### config.mk
export PLATFORM = sky130hd
export DESIGN_NAME = anp_next_page_regs
export DESIGN_NICKNAME = d
export VERILOG_FILES = /design/src/hw/anp_next_page_regs.v /design/src/hw/anp_page_store.v
export VERILOG_INCLUDE_DIRS = /design/src /design/src/hw
export SDC_FILE = /design/constraint.sdc
export NUM_CORES = 1
export LEC_CHECK = 0
export BUFFER_PORTS_ARGS = -buffer_cell sky130_fd_sc_hd__buf_4
export CELL_PAD_IN_SITES_DETAIL_PLACEMENT = 0
export CELL_PAD_IN_SITES_GLOBAL_PLACEMENT = 2
export CORE_AREA = 2 2 125 127
export DETAILED_ROUTE_END_ITERATION = 16
export DIE_AREA = 0 0 127 129
export PLACE_DENSITY_LB_ADDON = 0.2
export SETUP_SLACK_MARGIN = 0.15
export SYNTH_ARGS = -nofsm -noshare
export SYNTH_HDL_FRONTEND = slang
export SYNTH_SLANG_ARGS = --single-unit
### constraint.sdc
create_clock -name CORE_CLK -period 3.9 [get_ports CORE_CLK]
set_clock_uncertainty 0.1 [all_clocks]
set_input_delay 0.78 -clock CORE_CLK [delete_from_list [all_inputs] [get_ports CORE_CLK]]
set_output_delay 0.78 -clock CORE_CLK [all_outputs]
set_load 0.03 [all_outputs]
### src/hw/anp_defs.vh
`ifndef ANP_DEFS_VH
`define ANP_DEFS_VH
// ----------------------------------------------------------------------------
// Register offsets (printed indices; byte address is four times the index)
// ----------------------------------------------------------------------------
`define ANP_IDX_EXPANSION 4'h6
`define ANP_IDX_NP_TX 4'h7
`define ANP_IDX_NP_RX 4'h8
`define ANP_IDX_CONFIG 4'h9
`define ANP_IDX_IRQ_STATUS 4'ha
`define ANP_IDX_IRQ_CLEAR 4'hb
`define ANP_IDX_IRQ_ENABLE 4'hc
`define ANP_IDX_BASE_PAGE 4'hd
// ----------------------------------------------------------------------------
// Field positions
// ----------------------------------------------------------------------------
`define ANP_BIT_MORE_PAGES 15
`define ANP_BIT_ACK 14
`define ANP_BIT_MESSAGE 13
`define ANP_BIT_COMPLY 12
`define ANP_BIT_TOGGLE 11
`define ANP_BIT_PAGE_RCVD 1
`define ANP_BIT_NP_ABLE 2
`define ANP_CFG_SGMII 0
// Interrupt status layout
`define ANP_IRQ_PAGE_RCVD 0
`define ANP_IRQ_PAGE_SENT 1
// ----------------------------------------------------------------------------
// Reset values
// ----------------------------------------------------------------------------
`define ANP_RST_NP_TX 16'h0000
`define ANP_RST_NP_RX 16'h0000
`define ANP_RST_BASE_PAGE 16'h0000
`define ANP_CODE_MASK 16'hbfff
// Writable transmit bits in 1000BASE-X: 15, 13, 12 and 10:0
`define ANP_NP_TX_WR_MASK 16'hb7ff
`endif

### src/hw/anp_next_page_regs.v
// Contract
// - In SGMII mode the transmit next page word is 16 bits of plain read/write user storage.
// - In SGMII mode the partner next page word is 16 bits of user storage with no fixed meaning.
// - In 1000BASE-X mode bit 15 of the transmit page is writable and flags more pages to follow.
// - Bit 14 of the transmit page is reserved acknowledge; software writes zero, reads mean nothing.
// - Writable bit 13 of the transmit page marks a message page (1) or unformatted page (0).
// - Writable bit 12 of the transmit page advertises that the local side can comply.
// - Transmit toggle bit 11 is made by hardware: inverse of the last exchanged toggle, first from base bit 11.
// - Writable bits 10:0 of the transmit page carry the message or unformatted code.
// - Read-only bit 15 of the partner page reports whether the partner has more pages.
// - Read-only bit 13 of the partner page shows a partner message page.
// - Read-only bit 12 of the partner page shows the partner can comply.
// - Read-only bits 10:0 of the partner page show the partner code exactly as received.
// - Storing a partner page sets a page-received flag in expansion bit 1, cleared by reading it.
`timescale 1ns/1ps
`default_nettype none
`include "anp_defs.vh"
module anp_next_page_regs (
  input wire CORE_CLK,
  input wire NRST,
  input wire [5:0] AVS_ADDRESS,
  input wire AVS_READ,
  input wire AVS_WRITE,
  input wire [31:0] AVS_WRITEDATA,
  input wire [3:0] AVS_BYTEENABLE,
  output reg [31:0] AVS_READDATA,
  output reg AVS_WAITREQUEST,
  input wire RX_PAGE_VALID,
  input wire [15:0] RX_PAGE_WORD,
  input wire TX_PAGE_SENT,
  input wire AUTONEG_RESTART,
  output reg [15:0] TX_PAGE_WORD,
  output reg SGMII_MODE,
  output reg IRQ
);
  // --------------------------------------------------------------------------
  // Input synchronisers for the link-side event strobes
  // --------------------------------------------------------------------------
  reg rx_valid_s1_reg;
  reg rx_valid_s2_reg;
  reg rx_valid_s3_reg;
  reg sent_s1_reg;
  reg sent_s2_reg;
  reg sent_s3_reg;
  reg restart_s1_reg;
  reg restart_s2_reg;
  reg [15:0] rx_word_s1_reg;
  reg [15:0] rx_word_s2_reg;
  always @(posedge CORE_CLK or negedge NRST) begin
    if (!NRST) begin
      rx_valid_s1_reg <= 1'b0;
      rx_valid_s2_reg <= 1'b0;
      rx_valid_s3_reg <= 1'b0;
      sent_s1_reg <= 1'b0;
      sent_s2_reg <= 1'b0;
      sent_s3_reg <= 1'b0;
      restart_s1_reg <= 1'b0;
      restart_s2_reg <= 1'b0;
      rx_word_s1_reg <= 16'h0000;
      rx_word_s2_reg <= 16'h0000;
    end else begin
      rx_valid_s1_reg <= RX_PAGE_VALID;
      rx_valid_s2_reg <= rx_valid_s1_reg;
      rx_valid_s3_reg <= rx_valid_s2_reg;
      sent_s1_reg <= TX_PAGE_SENT;
      sent_s2_reg <= sent_s1_reg;
      sent_s3_reg <= sent_s2_reg;
      restart_s1_reg <= AUTONEG_RESTART;
      restart_s2_reg <= restart_s1_reg;
      rx_word_s1_reg <= RX_PAGE_WORD;
      rx_word_s2_reg <= rx_word_s1_reg;
    end
  end
  // Word must be stable before the valid level rises; rising edge stores it
  wire rx_store = rx_valid_s2_reg & ~rx_valid_s3_reg;
  wire tx_sent = sent_s2_reg & ~sent_s3_reg;
  // --------------------------------------------------------------------------
  // Bus decode
  // --------------------------------------------------------------------------
  // Accesses take two cycles: waitrequest drops one edge after the request
  reg busy_reg;
  wire req = (AVS_READ | AVS_WRITE) & ~busy_reg;
  wire [3:0] idx = AVS_ADDRESS[5:2];
  wire wr_lo = AVS_WRITE & req & AVS_BYTEENABLE[0];
  wire wr_hi = AVS_WRITE & req & AVS_BYTEENABLE[1];
  wire [15:0] be_mask = {{8{AVS_BYTEENABLE[1]}}, {8{AVS_BYTEENABLE[0]}}};
  wire wr_any = AVS_WRITE & req;
  wire rd_go = AVS_READ & req;
  wire hit_tx = (idx == `ANP_IDX_NP_TX);
  wire hit_rx = (idx == `ANP_IDX_NP_RX);
  wire hit_cfg = (idx == `ANP_IDX_CONFIG);
  wire hit_clr = (idx == `ANP_IDX_IRQ_CLEAR);
  wire hit_en = (idx == `ANP_IDX_IRQ_ENABLE);
  wire hit_base = (idx == `ANP_IDX_BASE_PAGE);
  wire hit_exp = (idx == `ANP_IDX_EXPANSION);
  // --------------------------------------------------------------------------
  // Mode, base page and toggle tracking
  // --------------------------------------------------------------------------
  reg sgmii_reg;
  reg [15:0] base_page_reg;
  reg first_page_reg;
  reg toggle_reg;
  always @(posedge CORE_CLK or negedge NRST) begin
    if (!NRST) begin
      sgmii_reg <= 1'b0;
      base_page_reg <= `ANP_RST_BASE_PAGE;
    end else begin
      if (wr_lo && hit_cfg) begin
        sgmii_reg <= AVS_WRITEDATA[`ANP_CFG_SGMII];
      end
      if (wr_any && hit_base) begin
        base_page_reg <= (AVS_WRITEDATA[15:0] & be_mask) | (base_page_reg & ~be_mask);
      end
    end
  end
  // Toggle follows each page exchanged; restart rearms from base page bit 11
  always @(posedge CORE_CLK or negedge NRST) begin
    if (!NRST) begin
      first_page_reg <= 1'b1;
      toggle_reg <= 1'b0;
    end else if (restart_s2_reg) begin
      first_page_reg <= 1'b1;
    end else if (tx_sent) begin
      first_page_reg <= 1'b0;
      toggle_reg <= first_page_reg ? ~base_page_reg[`ANP_BIT_TOGGLE] : ~toggle_reg;
    end
  end
  wire toggle_now = first_page_reg ? ~base_page_reg[`ANP_BIT_TOGGLE] : ~toggle_reg;
  // --------------------------------------------------------------------------
  // Page storage
  // --------------------------------------------------------------------------
  // In 1000BASE-X the ack and toggle positions are not writable
  wire [15:0] tx_mask = be_mask & (sgmii_reg ? 16'hffff : `ANP_NP_TX_WR_MASK);
  wire [15:0] tx_store;
  wire [15:0] rx_store_word;
  anp_page_store #(.WIDTH(16), .RESET_VALUE(`ANP_RST_NP_TX)) u_tx_page (
    .clk(CORE_CLK),
    .nrst(NRST),
    .wr_en(wr_any && hit_tx),
    .wr_mask(tx_mask),
    .wr_data(AVS_WRITEDATA[15:0]),
    .rd_data(tx_store)
  );
  // SGMII mode: software may write the partner word as user storage
  wire rx_sw_wr = wr_any & hit_rx & sgmii_reg;
  anp_page_store #(.WIDTH(16), .RESET_VALUE(`ANP_RST_NP_RX)) u_rx_page (
    .clk(CORE_CLK),
    .nrst(NRST),
    .wr_en(rx_store | rx_sw_wr),
    .wr_mask(rx_store ? 16'hffff : be_mask),
    .wr_data(rx_store ? rx_word_s2_reg : AVS_WRITEDATA[15:0]),
    .rd_data(rx_store_word)
  );
  // Ack bit reads zero in 1000BASE-X; software ignores it either way
  wire [15:0] tx_view = sgmii_reg ? tx_store :
    {tx_store[15], 1'b0, tx_store[13:12], toggle_now, tx_store[10:0]};
  wire [15:0] rx_view = sgmii_reg ? rx_store_word : (rx_store_word & `ANP_CODE_MASK);
  // --------------------------------------------------------------------------
  // Page-received flag and interrupts
  // --------------------------------------------------------------------------
  reg page_rcvd_reg;
  reg [1:0] irq_status_reg;
  reg [1:0] irq_enable_reg;
  wire rd_exp = rd_go & hit_exp;
  // A new page in the same cycle as the clearing read stays set
  always @(posedge CORE_CLK or negedge NRST) begin
    if (!NRST) begin
      page_rcvd_reg <= 1'b0;
    end else if (rx_store) begin
      page_rcvd_reg <= 1'b1;
    end else if (rd_exp) begin
      page_rcvd_reg <= 1'b0;
    end
  end
  wire [1:0] irq_set = {tx_sent, rx_store};
  wire [1:0] irq_clr = (wr_lo && hit_clr) ? AVS_WRITEDATA[1:0] : 2'h0;
  always @(posedge CORE_CLK or negedge NRST) begin
    if (!NRST) begin
      irq_status_reg <= 2'h0;
      irq_enable_reg <= 2'h0;
    end else begin
      irq_status_reg <= (irq_status_reg & ~irq_clr) | irq_set;
      if (wr_lo && hit_en) begin
        irq_enable_reg <= AVS_WRITEDATA[1:0];
      end
    end
  end
  // --------------------------------------------------------------------------
  // Read mux and bus handshake
  // --------------------------------------------------------------------------
  reg [15:0] rd_mux;
  always @* begin
    case (idx)
      `ANP_IDX_EXPANSION: rd_mux = {13'h0000, 1'b1, page_rcvd_reg, 1'b0};
      `ANP_IDX_NP_TX: rd_mux = tx_view;
      `ANP_IDX_NP_RX: rd_mux = rx_view;
      `ANP_IDX_CONFIG: rd_mux = {15'h0000, sgmii_reg};
      `ANP_IDX_IRQ_STATUS: rd_mux = {14'h0000, irq_status_reg};
      `ANP_IDX_IRQ_ENABLE: rd_mux = {14'h0000, irq_enable_reg};
      `ANP_IDX_BASE_PAGE: rd_mux = base_page_reg;
      default: rd_mux = 16'h0000;
    endcase
  end
  always @(posedge CORE_CLK or negedge NRST) begin
    if (!NRST) begin
      busy_reg <= 1'b0;
      AVS_WAITREQUEST <= 1'b1;
      AVS_READDATA <= 32'h00000000;
      TX_PAGE_WORD <= 16'h0000;
      SGMII_MODE <= 1'b0;
      IRQ <= 1'b0;
    end else begin
      busy_reg <= req;
      AVS_WAITREQUEST <= ~req;
      if (rd_go) begin
        AVS_READDATA <= {16'h0000, rd_mux};
      end
      TX_PAGE_WORD <= tx_view;
      SGMII_MODE <= sgmii_reg;
      IRQ <= |(((irq_status_reg & ~irq_clr) | irq_set) & irq_enable_reg);
    end
  end
endmodule // anp_next_page_regs
`default_nettype wire

### src/hw/anp_page_store.v
`timescale 1ns/1ps
`default_nettype none
// ----------------------------------------------------------------------------
// Page storage word with registered read data
// ----------------------------------------------------------------------------
module anp_page_store #(
  parameter WIDTH = 16,
  parameter [WIDTH-1:0] RESET_VALUE = {WIDTH{1'b0}}
) (
  input wire clk,
  input wire nrst,
  input wire wr_en,
  input wire [WIDTH-1:0] wr_mask,
  input wire [WIDTH-1:0] wr_data,
  output reg [WIDTH-1:0] rd_data
);
  reg [WIDTH-1:0] word_reg;
  genvar i;
  generate
    for (i = 0; i < WIDTH; i = i + 1) begin : g_bit
      always @(posedge clk or negedge nrst) begin
        if (!nrst) begin
          word_reg[i] <= RESET_VALUE[i];
        end else if (wr_en && wr_mask[i]) begin
          word_reg[i] <= wr_data[i];
        end
      end
    end
  endgenerate
  always @(posedge clk or negedge nrst) begin
    if (!nrst) begin
      rd_data <= RESET_VALUE;
    end else begin
      rd_data <= word_reg;
    end
  end
endmodule // anp_page_store
`default_nettype wire

==> run summary <==
The first-pass GRT wire length came out at 18500 microns. The detailed router finished its first iteration with 207 violations. The initial antenna violation count came out at 0.

The sum of negative setup slack came out at 0 ps. The share of the cycle needed by the critical path after routing is 57.6%. For this configuration, the core starts out at a cell density of 39.6%. The most used flip-flop cell after synthesis is dfrtp_1.

Buffers placed on the I/O ports in this run total 79. The repair_antennas step left the layout with diodes totalling 0. The final critical-path required period is 2240 ps. The post-synthesis area per instance is 14.1 sq um.

The fraction of power spent switching nets came out at 23.1%. The weighted congestion at the end of routability-driven global placement is 0.788. The number of buffers and inverters on the critical path is 1. The antenna violation net count after detailed routing is 0. The register-to-register setup slack came out at 1990 ps. The I/O pin count came out at 116. The count of different cell masters after synthesis is 43. The remaining global-route overflow came out at 0.

The die footprint came out at 16400 sq um. The number of global-route vias before repair came to 3350. In this run the critical register-to-register path is launched from rx_valid_s2_reg$_DFF_PN0_. The static power due to leakage came out at 3.52 nW. The area share of the largest cell type after synthesis came out at 68.4%.

The biggest area contributor in the post-synthesis netlist is dfrtp_1. The fraction of power consumed by the clock network came out at 40.5%. Buffers inserted to repair hold after CTS numbered 0. The max-capacitance violation count came out at 0. The routed metal-1 wire length is 5680 microns. The average via count per standard cell came out at 4.79. The synthesis-stage register bit count came out at 164. The CTS clock-pin slew for the worst setup and hold paths came out at 50 ps. The number of synthesized flops with an enable pin came out at 0. After detailed routing, no signal wire sits above met4. Summing every instance area after synthesis gives 5930 sq um. The post-route core utilization came out at 48.0%.

The final hold violation count came to 0. The cell class contributing the biggest share of worst-path delay is simple AND/OR/NAND/NOR gates. Counting buffers and inverters, the worst setup path is 4 cells deep. The final max-slew violation count came out at 0. The detailed-route DRC error count is 0. Yosys attributes the largest share of cell area to dfrtp_1 (68%), mux2_2 (6.3%), mux2i_1 (2.9%). The peak per-stage delay on the critical path came out at 610 ps. IR analysis of the VDD net gives a maximum drop of 0.282 mV. Of the total power, combinational logic draws 10.6%.

The gate count of the mapped netlist came out at 422. Along the worst path, the maximum fanout reaches 15. Ranked by instance count, the synthesized netlist is headed by dfrtp_1 (162), nand2_1 (41), mux2_2 (33), o21ai_0 (33), buf_4 (20). The width of the die came out at 127 microns. The data arrival at the endpoint of the critical path came out at 2440 ps. The clock tree from TritonCTS is done. STA puts the critical path data required time at 4090 ps. The y dimension of the die is 129 microns. Global routing used 14.9% of the available tracks.

The internal portion of the total power is 3.12 mW. The number of vias after detailed routing came out at 3352. The measured slew at the worst slew-check pin came out at 1100 ps. The H-tree level count came out at 4. The areal power density over the cells came out at 564 nW/um^2. The number of search-and-repair iterations in the first detailed-routing pass is 4. The sum of met3 wire segment lengths after detailed routing came out at 629 microns. The placeable core region is 15000 sq um. The layout overhead on the synthesized area is 21.3%. Yosys printed 0 warnings. No sink is reached through more buffers than the 2 on the longest clock path. The setup slack after placement came out at 1230 ps. The proportion of synthesized chip area in sequential cells came out at 69.2%. The layout net count is 567.

The number of standard-cell rows in the floorplan came out at 45. The fraction of layout cells with a size suffix above 1 came out at 30.1%. Tracing the worst setup path back leads to its startpoint at AVS_ADDRESS[5]. The number of clock buffers inserted by TritonCTS came out at 17. The worst max-slew margin expressed relative to the limit came out at 26.1%. For the worst-skew pair, the clock arrives at the later sink with an insertion delay of 410 ps.

Entering global routing, the biggest net connects 85 pins. The worst setup path is of the input pin to flip-flop kind. Derived from the worst setup path, the maximum achievable clock frequency is 445 MHz. The path depth of the worst reg2reg path is 4.

Once routing completed, OpenROAD measured the worst setup slack at 1660 ps. In this run, post-CTS repair resized a total of 0 instances. The root buffer cell chosen for the clock tree is clkbuf_16. The worst setup path is captured at a flip-flop. The routed design has 11100 microns of wire. The total number of clock tree sinks is 164. Dividing the detail-routed wire length by the instance count gives 15.9 microns.

Traced cell by cell, the critical path runs through buf_4 > and4b_1 > and2_1 > mux2_2. The count of buffers added by post-CTS timing repair for setup came out at 0. The post-DP HPWL is 7880 microns.

The portion of total power attributed to sequential cells is 48.9%. The slowest stage of the critical path is the and4b_1 cell. The most critical setup path has its endpoint at u_tx_page.word_reg[1]$_DFFE_PN0P_. Counting the fill cells in the layout gives 1340. Setup violations remaining at the end of the flow were counted as 0. The flow ran to the end, and the final reports show no timing, DRC or antenna violations. STA classifies the critical path startpoint as an input pin. Setup repair after global routing left no endpoint under its margin. The net switching power figure came out at 939 uW. The min-delay analysis places its worst path in the category flip-flop to flip-flop. Detailed routing placed a total of 4620 microns of wire on met2. For this run, asynchronously set or reset flops after synthesis account for 100%. dfrtp_1 is the most common cell in the netlist. In this run the critical register-to-register path is captured at IRQ$_DFF_PN0_.
[worst min path at each step]
stage	startpoint	slack (ps)	depth (start not counted)	end
finish	rx_valid_s1_reg$_DFF_PN0_	240	0	rx_valid_s2_reg$_DFF_PN0_
global route	sent_s1_reg$_DFF_PN0_	250	0	sent_s2_reg$_DFF_PN0_
CTS	rx_word_s1_reg[1]$_DFF_PN0_	250	0	rx_word_s2_reg[1]$_DFF_PN0_
detailed placement	rx_word_s1_reg[1]$_DFF_PN0_	230	0	rx_word_s2_reg[1]$_DFF_PN0_
global placement	rx_word_s1_reg[10]$_DFF_PN0_	230	0	rx_word_s2_reg[10]$_DFF_PN0_
floorplan	restart_s1_reg$_DFF_PN0_	230	0	restart_s2_reg$_DFF_PN0_
[routing by layer]
metal	track usage, %	up-vias
met5	0	-
met4	6.92	0
met3	3.95	18
met2	20.1	110
met1	22.4	1626
li1	-	1598
[metrics by stage]
stage / total power [mW] / cells / instance area, sq um / hold slack (ps)
after global placement: 2.44 / 671 / 6610 / 234
after detailed placement: 2.46 / 671 / 6610 / 235
final: 4.06 / 700 / 7190 / 245
after floorplan: 2.26 / 437 / 5990 / 231
after CTS: 4.12 / 700 / 7190 / 248
after global routing: 4.25 / 700 / 7190 / 252
[cell usage in the layout (no fill, tap or decap), types with 5 or more instances in the layout]
cell type | Yosys | routed
o21ai_1 | 6 | 6
buf_4 | 20 | 83
and2_1 | 5 | 5
clkbuf_16 | 0 | 17
mux2_2 | 33 | 33
inv_1 | 5 | 5
mux2i_1 | 17 | 17
a22oi_1 | 12 | 12
a22o_1 | 15 | 15
nand2_1 | 41 | 41
o21ai_0 | 33 | 33
conb_1 | 1 | 16
dfrtp_1 | 162 | 162
[worst register-to-register path, cell delays in order (launching register included)]
cell     delay [ps]
dfrtp_1         370
nor2b_2         890
o21ai_0         180
a21oi_1         180
a221o_1         140
[logic make-up (layout without fill, tap and decap cells)]
group / after synthesis / count (layout) / synth area share [%]
mux: 53 / 53 / 9.89
flops: 164 / 164 / 69.2
buf+inv: 43 / 118 / 4.49
simple gates: 78 / 78 / 7.13
compound gates: 83 / 83 / 9.18
other cells: 1 / 16 / 0.0632
[power groups by stage]
stage | logic, mW | clock network (mW) | registers [mW]
after floorplan | 0.198 | 0 | 2.06
after global placement | 0.429 | 0 | 2.01
after detailed placement | 0.437 | 0 | 2.02
after CTS | 0.437 | 1.69 | 1.99
after global routing | 0.469 | 1.77 | 2.01
final | 0.429 | 1.64 | 1.99
[area by class of cell]
type,instances,area (sq um),area share (%)
multi-input combinational,230,1620,22.5
sequential,164,4110,57.1
clock buffer,24,482,6.70
timing repair buffer,84,634,8.82
tap,188,235,3.27
clock inverter,5,100,1.39
inverter,5,18.8,0.261
No activity file was read; power rests on OpenSTA's default activity.
